<file path="src/core/buf_ctl_pkg.sv">
// package for the data buffer control block: codes, depths, command layout
package buf_ctl_pkg;
  // host bus steering encodings
  localparam logic [1:0] STEER_FLOAT = 2'h0;
  localparam logic [1:0] STEER_ONES = 2'h1;
  localparam logic [1:0] STEER_PCI = 2'h2;
  localparam logic [1:0] STEER_MEM = 2'h3;
  // depth of each posted write buffer in the companion chip
  localparam int unsigned POST_DEPTH = 4;
  localparam int unsigned PTR_W = 3;
  localparam logic [2:0] PTR_RESET = 3'h0;
  localparam logic [1:0] CMD_SLOT_RESET = 2'h0;
  // transfer kinds requested by the controller core
  typedef enum logic [2:0] {
    OP_IDLE = 3'h0,
    OP_CPU_WR_PCI = 3'h1,
    OP_CPU_RD_PCI = 3'h3,
    OP_CPU_WR_MEM = 3'h2,
    OP_CPU_RD_MEM = 3'h6,
    OP_PCI_RD_MEM = 3'h7,
    OP_PCI_WR_MEM = 3'h5,
    OP_PCI_RD_L2 = 3'h4
  } op_type;
  // one data-phase command
  typedef struct packed {
    op_type op;
    logic high_dword;
    logic drain_pci;
    logic drain_mem;
  } cmd_type;
  // strobes to the companion chip
  typedef struct packed {
    logic [1:0] host_bus_steer_code;
    logic pci_bus_output_enable;
    logic memory_read_latch_enable;
    logic cpu_to_pci_push;
    logic cpu_to_pci_pop;
    logic cpu_to_mem_push;
    logic cpu_to_mem_pop;
    logic prelatch_enable;
    logic high_dword_flag;
  } strobe_type;
endpackage

</file>
<file path="src/core/buf_ctl.sv">
// data buffer control: steering, latch strobes and posted-buffer pointers
// Functional notes
// steer code 00 float,01 ones,10 pci,11 mem
// pci latch captures host/memory for pci reads
// pci latch captures AD for cpu reads
// pci latch captures AD into pci post buffer
// AD output enable on cpu-write-pci, pci-read-mem
// memory latch negated to capture memory data
// pci push stores host word, advances write
// pci pop advances the read pointer
// memory push each processor edge advances write
// memory pop each processor edge advances read
// prelatch captures buffer head onto AD
// prelatch on pci reads cache, writes memory
// high dword flag in four transfer cases
// pci-side strobes run from pci clock; here only cpu-read-pci and pci-write-mem wait for a pci clock rise
// never pop empty, never push full
`timescale 1ns/100ps
module buf_ctl (
  input wire logic clk_i,
  input wire logic resetn_i,
  input wire logic pci_clock_in_i,
  input buf_ctl_pkg::cmd_type cmd_i,
  input wire logic cmd_valid_i,
  output logic cmd_ready_o,
  output buf_ctl_pkg::strobe_type strobe_o,
  output logic pci_side_latch_enable_n_o,
  output logic [2:0] pci_fill_o,
  output logic [2:0] mem_fill_o
);
  import buf_ctl_pkg::*;

  // the companion chip steps its pci-side pointers on strobe edges, so a
  // push or pop pulse must fall back low for a cycle before it rises again;
  // the memory-side strobes are sampled as levels and may repeat back to back.
  // fills are pointer differences with a wrap bit, which tells a full buffer
  // (a fill of four) apart from an empty one.

  // two-entry command buffer
  cmd_type slot_r [2];
  logic [1:0] count_r;
  logic wr_sel_r;
  logic rd_sel_r;
  logic push_in;
  logic pop_out;
  cmd_type head;
  logic head_valid;
  logic head_ok;

  // pci clock sampled through two flops, then edge detected
  logic pclk_s1_r;
  logic pclk_s2_r;
  logic pclk_s3_r;
  logic pclk_rise;

  // posted buffer pointers with wrap bit
  logic [2:0] pci_wr_r;
  logic [2:0] pci_rd_r;
  logic [2:0] mem_wr_r;
  logic [2:0] mem_rd_r;
  strobe_type strobe_r;
  strobe_type strobe_nxt;
  logic latch_n_r;
  logic latch_n_nxt;

  // occupancy of a pointer pair
  function automatic logic [2:0] fill_of(input logic [2:0] wr, input logic [2:0] rd);
    fill_of = wr - rd;
  endfunction

  // transfers whose latching must line up with a pci clock rise
  function automatic logic waits_pci_clock(input op_type op);
    waits_pci_clock = (op == OP_CPU_RD_PCI) || (op == OP_PCI_WR_MEM);
  endfunction

  assign cmd_ready_o = (count_r != 2'h2);
  assign push_in = cmd_valid_i && cmd_ready_o;
  assign head = slot_r[rd_sel_r];
  assign head_valid = (count_r != 2'h0);
  assign pci_fill_o = fill_of(pci_wr_r, pci_rd_r);
  assign mem_fill_o = fill_of(mem_wr_r, mem_rd_r);

  // a head that would overfill or underflow a buffer stalls here
  always_comb begin
    head_ok = 1'b1;
    if ((head.op == OP_CPU_WR_PCI) && (pci_fill_o == 3'(POST_DEPTH))) head_ok = 1'b0;
    if ((head.op == OP_CPU_WR_MEM) && (mem_fill_o == 3'(POST_DEPTH))) head_ok = 1'b0;
    if (head.drain_pci && (pci_fill_o == 3'h0)) head_ok = 1'b0;
    if (head.drain_mem && (mem_fill_o == 3'h0)) head_ok = 1'b0;
    // edge-counted strobes: leave one low cycle between two pulses
    if ((head.op == OP_CPU_WR_PCI) && strobe_r.cpu_to_pci_push) head_ok = 1'b0;
    if (head.drain_pci && strobe_r.cpu_to_pci_pop) head_ok = 1'b0;
  end

  // pci-side latching for cpu-read-pci and pci-write-mem waits for a pci clock rise
  always_comb begin
    pop_out = head_valid && head_ok;
    if (waits_pci_clock(head.op)) pop_out = pop_out && pclk_rise;
  end

  // command buffer storage
  always_ff @(posedge clk_i or negedge resetn_i) begin
    if (!resetn_i) begin
      slot_r[0] <= '0;
      slot_r[1] <= '0;
    end else if (push_in) begin
      slot_r[wr_sel_r] <= cmd_i;
    end
  end

  // command buffer pointers and count
  always_ff @(posedge clk_i or negedge resetn_i) begin
    if (!resetn_i) begin
      count_r <= CMD_SLOT_RESET;
      wr_sel_r <= 1'b0;
      rd_sel_r <= 1'b0;
    end else begin
      if (push_in) wr_sel_r <= ~wr_sel_r;
      if (pop_out) rd_sel_r <= ~rd_sel_r;
      if (push_in && !pop_out) count_r <= count_r + 2'h1;
      else if (!push_in && pop_out) count_r <= count_r - 2'h1;
    end
  end

  // pci clock synchroniser and edge history; only the second flop feeds the
  // third, so a metastable first stage never reaches the edge detector
  // directly
  always_ff @(posedge clk_i or negedge resetn_i) begin
    if (!resetn_i) begin
      pclk_s1_r <= 1'b0;
      pclk_s2_r <= 1'b0;
      pclk_s3_r <= 1'b0;
    end else begin
      pclk_s1_r <= pci_clock_in_i;
      pclk_s2_r <= pclk_s1_r;
      pclk_s3_r <= pclk_s2_r;
    end
  end
  assign pclk_rise = pclk_s2_r && !pclk_s3_r;

  // decode the issued command into one cycle of strobes; pops ride along on
  // any command through its drain bits, and the memory read latch enable sits
  // high between transfers so the chip keeps the last memory word
  always_comb begin
    strobe_nxt = '0;
    strobe_nxt.memory_read_latch_enable = 1'b1; // hold memory data when idle
    latch_n_nxt = 1'b1;
    if (pop_out) begin
      strobe_nxt.cpu_to_pci_pop = head.drain_pci;
      strobe_nxt.cpu_to_mem_pop = head.drain_mem;
      case (head.op)
        OP_CPU_WR_PCI: begin
          strobe_nxt.cpu_to_pci_push = 1'b1;
          strobe_nxt.pci_bus_output_enable = 1'b1;
          strobe_nxt.high_dword_flag = head.high_dword;
        end
        OP_CPU_RD_PCI: begin
          latch_n_nxt = 1'b0;
          strobe_nxt.host_bus_steer_code = STEER_PCI;
          strobe_nxt.high_dword_flag = head.high_dword;
        end
        OP_CPU_WR_MEM: begin
          strobe_nxt.cpu_to_mem_push = 1'b1;
        end
        OP_CPU_RD_MEM: begin
          strobe_nxt.memory_read_latch_enable = 1'b0;
          strobe_nxt.host_bus_steer_code = STEER_MEM;
        end
        OP_PCI_RD_MEM: begin
          strobe_nxt.memory_read_latch_enable = 1'b0;
          latch_n_nxt = 1'b0;
          strobe_nxt.pci_bus_output_enable = 1'b1;
          strobe_nxt.high_dword_flag = head.high_dword;
        end
        OP_PCI_WR_MEM: begin
          latch_n_nxt = 1'b0;
          strobe_nxt.prelatch_enable = 1'b1;
          strobe_nxt.high_dword_flag = head.high_dword;
        end
        OP_PCI_RD_L2: begin
          latch_n_nxt = 1'b0;
          strobe_nxt.prelatch_enable = 1'b1;
          strobe_nxt.host_bus_steer_code = STEER_FLOAT;
        end
        default: begin
          strobe_nxt.host_bus_steer_code = STEER_FLOAT;
        end
      endcase
    end
  end

  // registered strobe outputs, so the chip sees clean levels
  // with no decode glitches
  always_ff @(posedge clk_i or negedge resetn_i) begin
    if (!resetn_i) begin
      strobe_r <= '0;
      latch_n_r <= 1'b1;
    end else begin
      strobe_r <= strobe_nxt;
      latch_n_r <= latch_n_nxt;
    end
  end
  assign strobe_o = strobe_r;
  assign pci_side_latch_enable_n_o = latch_n_r;

  // mirrors of the companion chip's posted buffer pointers; they step with
  // the strobe register, so the fills change on the edge a strobe appears
  always_ff @(posedge clk_i or negedge resetn_i) begin
    if (!resetn_i) begin
      pci_wr_r <= PTR_RESET;
      pci_rd_r <= PTR_RESET;
      mem_wr_r <= PTR_RESET;
      mem_rd_r <= PTR_RESET;
    end else begin
      if (strobe_nxt.cpu_to_pci_push) pci_wr_r <= pci_wr_r + 3'h1;
      if (strobe_nxt.cpu_to_pci_pop) pci_rd_r <= pci_rd_r + 3'h1;
      if (strobe_nxt.cpu_to_mem_push) mem_wr_r <= mem_wr_r + 3'h1;
      if (strobe_nxt.cpu_to_mem_pop) mem_rd_r <= mem_rd_r + 3'h1;
    end
  end
endmodule

</file>
<file path="config.mk">
export PLATFORM = sky130hd
export DESIGN_NAME = buf_ctl
export DESIGN_NICKNAME = d
export VERILOG_FILES = /design/src/core/buf_ctl_pkg.sv /design/src/core/buf_ctl.sv
export SDC_FILE = /design/constraint.sdc
export NUM_CORES = 1
export LEC_CHECK = 0
export BUFFER_PORTS_ARGS = -buffer_cell sky130_fd_sc_hd__buf_2
export CORE_AREA = 3 3 75 77
export DETAILED_ROUTE_END_ITERATION = 6
export DIE_AREA = 0 0 78 80
export GPL_TIMING_DRIVEN = 0
export PLACE_DENSITY = 0.59
export SLEW_MARGIN = 10
export SYNTH_ARGS = -nofsm -noshare
export SYNTH_HDL_FRONTEND = slang
export SYNTH_SLANG_ARGS = --single-unit
export TNS_END_PERCENT = 20
</file>
<file path="constraint.sdc">
create_clock -name clk_i -period 4.07 [get_ports clk_i]
set_input_delay 0.2035 -clock clk_i [delete_from_list [all_inputs] [get_ports clk_i]]
set_output_delay 0.2035 -clock clk_i [all_outputs]
set_load 0.005 [all_outputs]
</file>
== Word level (Yosys, flattened, before mapping) ==
Index checks and enable logic that the tools add are counted.
Storage, ports and cells
  bits in registers: 42
  logic and storage cells: 104
Operators by class
  $add $sub $neg: 8
  $lt $le $gt $ge: 3
  equal/unequal tests: 10
  mux-type cells: 25
  bitwise gates (word level): 4
  reduce and logical (&&, ||, !) cells: 26
Operators with widths (number)
  $mux 6: 4
  $eq 3x3->1 const B: 6
  $mux 1: 15
  $logic_and 1x1->1: 13
  $add 3x1->3 const B: 4
  $bwmux 12: 1
  $mux 10: 1
  $reduce_or 4->1: 2
  $demux 6 s1: 1
  $eq 3x2->1 const B: 2
  $logic_not 3->1: 2
  $reduce_or 2->1: 3
  $sub 3x3->3: 2
  $ge 2x2->1 const B: 2
  $mux 2: 2
  $not 1->2: 2
  $pmux 2 s2: 1
  $reduce_bool 2->1: 2
  $eq 3x1->1 const B: 1
  $logic_not 1->1: 3
  $add 2x1->2 const B: 1
  $lt 2x1->1 const B: 1
  $ne 2x2->1 const B: 1
  $not 1->1: 2
  2 further kinds: 2

== Longest topological paths before layout ==
  depth after elaboration: 18
  mapped depth: 12

== Worst setup path after synthesis ==
Ideal clock, no wire load.
  path type: register -> register
  from: reg mem_wr_r[0]
  to: reg count_r[1]
  setup time: 0.079 ns
  arrival time: 2.548 ns
  setup slack: 1.442 ns
  stages on the path, launching flop included: 13
  path buffers: 0
  cell sequence: dfrtp_1 -> inv_1 -> ha_1 -> fa_1 -> xor3_2 -> o211ai_1 -> a21oi_4 -> nor3_2 -> inv_1 -> ha_1 -> xor2_1 -> nor2_1 -> xor2_1
On the way
  longest elaborated chain between the ends: 14
  elaborated cells on any way between the ends: 18
Ends and longest elaborated chain
  start: declaration: line buf_ctl.sv:59  | logic [2:0] mem_wr_r;
  start signal: assignment: line buf_ctl.sv:217  | if (strobe_nxt.cpu_to_mem_push) mem_wr_r <= mem_wr_r + 3'h1;
  $sub 3x3->3 *: line buf_ctl.sv:68  | fill_of = wr - rd;
  named net mem_fill_o[2]: line buf_ctl.sv:29  | output logic [2:0] mem_fill_o
  $eq 3x3->1: line buf_ctl.sv:87  | if ((head.op == OP_CPU_WR_MEM) && (mem_fill_o == 3'(POST_DEPTH))) head_ok = 1'b0;
  $logic_and 1x1->1: line buf_ctl.sv:87
  $mux 1: line buf_ctl.sv:87
  $mux 1: line buf_ctl.sv:88  | if (head.drain_pci && (pci_fill_o == 3'h0)) head_ok = 1'b0;
  $mux 1 *: line buf_ctl.sv:89  | if (head.drain_mem && (mem_fill_o == 3'h0)) head_ok = 1'b0;
  $mux 1 *: line buf_ctl.sv:91  | if ((head.op == OP_CPU_WR_PCI) && strobe_r.cpu_to_pci_push) head_ok = 1'b0;
  $mux 1 *: line buf_ctl.sv:92  | if (head.drain_pci && strobe_r.cpu_to_pci_pop) head_ok = 1'b0;
  $logic_and 1x1->1 *: line buf_ctl.sv:97  | pop_out = head_valid && head_ok;
  $logic_and 1x1->1: line buf_ctl.sv:98  | if (waits_pci_clock(head.op)) pop_out = pop_out && pclk_rise;
  $mux 1 *: line buf_ctl.sv:98
  $logic_not 1->1: line buf_ctl.sv:120  | if (push_in && !pop_out) count_r <= count_r + 2'h1;
  $logic_and 1x1->1: line buf_ctl.sv:120
  $mux 2 or $reduce_bool 2->1 (tied branches)
  end signal: assignment: line buf_ctl.sv:120
  end signal: assignment: line buf_ctl.sv:121  | else if (!push_in && pop_out) count_r <= count_r - 2'h1;
  end: declaration: line buf_ctl.sv:41  | logic [1:0] count_r;
The timed path passes the listed nets; every way through them passes the cells marked *.
A chain may end at the register's enable or synchronous reset.

== Final worst setup path ==
  from: reg mem_wr_r[0]
  to: reg count_r[1]
On the way
  longest elaborated chain between the ends: 14
  elaborated cells on any way between the ends: 18
Ends and longest elaborated chain (line)
  $sub 3x3->3 *: buf_ctl.sv:68
  $eq 3x3->1: buf_ctl.sv:87
  $logic_and 1x1->1: buf_ctl.sv:87
  $mux 1: buf_ctl.sv:87
  $mux 1: buf_ctl.sv:88
  $mux 1 *: buf_ctl.sv:89
  $mux 1 *: buf_ctl.sv:91
  $mux 1 *: buf_ctl.sv:92
  $logic_and 1x1->1 *: buf_ctl.sv:97
  $logic_and 1x1->1: buf_ctl.sv:98
  $mux 1 *: buf_ctl.sv:98
  $logic_not 1->1: buf_ctl.sv:120
  $logic_and 1x1->1: buf_ctl.sv:120
  $mux 2 or $reduce_bool 2->1 (tied branches)
Mark *: on every way between the ends. The rest lies on a longest branch, timed or not.

==> results.toml <==
[run_status]
status = "completed"

[logic_synthesis]
synthSimpleGateAreaFrac = 0.148
synth_area_leaders = "dfrtp_1, mux2_2, ha_1"
netlist_area_um2 = 2110
synth-xor-area-share = 0.0771
syn_nets = 175
synthTopCellsByCount = "dfrtp_1, mux2_2, inv_1"
ys_seq_elements = 42
synthFlopType = "dfrtp_1"
yosysTopAreaCellShare = 0.486
yosysTopAreaCell = "dfrtp_1"
ys_warn_count = 0
synth_top_family_by_area = "simple AND/OR/NAND/NOR gates"
syn_inst = 156
yosysMostFrequentCell = "dfrtp_1"
ys_seq_area_frac = 0.499
synth-compound-area-share = 0.0759
synth_edf_count = 0
ys_types = 44
muxShareOfSynthArea = 0.110
synth_fa_ha_area_frac = 0.0605
synth-async-reset-ratio = 1.00
syn_area_per_cell_um2 = 13.5

[min_path]
hp-start = "pci_clock_in_i"
hp-class = "in2reg"

[die]
rows = 26
die_y_um = 80
die_w_um = 78
core_area_um2 = 5070
start_util = 0.416
ios = 28
die_area_um2 = 6240

[timing]
fin_skew_ns = 0.00180
worst_slew_pin_slew_ns = 0.924
rsz0062_at_grt = "no"
drv_slew = 0
tns_ns = 0
setup_ws_ns = 1.09
timing.fmax_mhz = 336
fin_crit_ns = 2.98
finalSetupViolCount = 0
hold_viol_final = 0
min_period_over_period = 0.732
slew_headroom = 0.384

[critical_path]
criticalPathCategory = "reg2reg"
cp.arrival_ns = 3.20
startpoint = "mem_wr_r[0]"
setup.worst_path.end_class = "flop"
cp-start-kind = "flop"
critPathMaxFanout = 10
required_ns = 4.29
rr_startpoint = "mem_wr_r[0]"

[layout]
finalInstanceArea_um2 = 2420
final_nets = 209
fin_util = 0.478
n_fill_cell = 475
drive_gt1_frac = 0.346
insertedDiodeCount = 0
area_growth_pct = 14.9

[place]
dp_hpwl_um = 2790
post-place-ws_ns = 1.06
portBuffers = 27
gp_congestion = 0.793
dpl_cell_area_um2 = 2330

[global_route]
antenna_found_initial = 0
grt_pass1_vias = 1346
grt_usage = 0.139
grt_pass1_wl_um = 6620
grt_max_degree = 43
grt-ovfl-total = 0

[cts]
cts_setup_buffers = 0
cts.sinks = 42
worstSkewPairLatency_ns = 0.29
cts-root-buf = "clkbuf_8"
clkTransAtPathRegs_ns = 0.08
h-tree-depth = 2
clk_path_buf_depth = 2
cts_tree = "built"
postCtsHoldBufs = 0
cts_buffers = 5
cts_resized = 0

[drt]
drc = 0
num_vias = 1271
drtAntennaViolNets = 0
wl_um = 3730
firstDrtPassIters = 4
viasPerCell = 4.87
wl_per_cell_um = 14.3
drt_iter0_drc = 57

[flow_run]
drv_cap = 0
-- critical path, cell delays in order (launching register included) --
cell and delay (ns):
dfrtp_1 0.36, inv_1 0.08, ha_1 0.21, fa_1 0.37, xor3_2 0.28, o211ai_1 0.29
a21oi_4 0.13, nor3_2 0.46, inv_1 0.10, ha_1 0.21, xor2_1 0.14, nor2_1 0.12
xor2_1 0.15
-- layout by cell type (no fill, tap or decap), types with 2 or more instances in the layout --
| cell | Yosys | layout |
|---|---|---|
| dfrtp_1 | 41 | 41 |
| buf_2 | 0 | 27 |
| mux2_2 | 13 | 13 |
| inv_1 | 11 | 11 |
| nand2_1 | 7 | 7 |
| xor2_1 | 7 | 7 |
| ha_1 | 7 | 7 |
| xnor2_1 | 6 | 6 |
| clkbuf_8 | 0 | 6 |
| mux2_1 | 5 | 5 |
| nor2_1 | 5 | 5 |
| nand2b_1 | 4 | 4 |
| o21ai_0 | 4 | 4 |
| a21oi_4 | 3 | 3 |
| buf_6 | 2 | 2 |
| nor2_2 | 2 | 2 |
| and3b_1 | 2 | 2 |
| nor3b_1 | 2 | 2 |
| and3_1 | 2 | 2 |
| o211ai_1 | 2 | 2 |
| nor3_2 | 2 | 2 |
| nor4_4 | 2 | 2 |
| nor4_1 | 2 | 2 |
| or4_1 | 2 | 2 |
| fa_1 | 2 | 2 |
-- cells by family after synthesis --
kind of cell | after synthesis
AOI/OAI and AO/OA | 16
adders and majority gates | 9
buffers and inverters | 13
xor gates and xnor gates | 15
and+or+nand+nor | 41
DFF | 42
muxes | 20
-- path summary, 6_finish.rpt --
path / end / slack, ns / cells after the start
max: count_r[1] / 1.09 / 12
min: pclk_s1_r / 0.01 / 1
max reg2reg: count_r[1] / 1.09 / 12
min reg2reg: pclk_s2_r / 0.35 / 0
max in group asynchronous: count_r[0] / 3.45 / 1
min in group asynchronous: mem_wr_r[0] / 0.04 / 1
-- layer usage --
metal / GRT usage / part of all wire
met1: 0.175 / 0.47
met4: 0.0524 / 0.014
met5: 0 / 0
met2: 0.223 / 0.46
met3: 0.0440 / 0.055
-- area by class of cell --
type | instances | area (um2) | area share
tap | 70 | 87.6 | 0.0361
sequential | 42 | 1050 | 0.434
timing repair buffer | 27 | 135 | 0.0558
buffer | 2 | 22.5 | 0.00929
multi-input combinational | 101 | 993 | 0.410
clock buffer | 7 | 86.3 | 0.0356
clock inverter | 1 | 5.00 | 0.00207
inverter | 11 | 41.3 | 0.0170
-- through the flow --
stage / std cells / hold slack (ns)
final: 261 / 0.0128
after detailed placement: 253 / 0.313
after global placement: 253 / 0.311
after floorplan: 156 / -0.0921
after CTS: 261 / 0.00520
after global routing: 261 / 0.00749
-- registers in the layout, indices dropped and copies added (netlist names), 2 cells and up --
| signal | flops |
|---|---|
| count_r | 2 |
| mem_wr_r | 3 |
| slot_r | 12 |
| mem_rd_r | 3 |
| pci_wr_r | 3 |
| strobe_o | 10 |
| pci_rd_r | 3 |
Power is left out: the tool's default activity adds up to more than one toggle a clock period on the data nets, which glitch-free logic cannot reach.
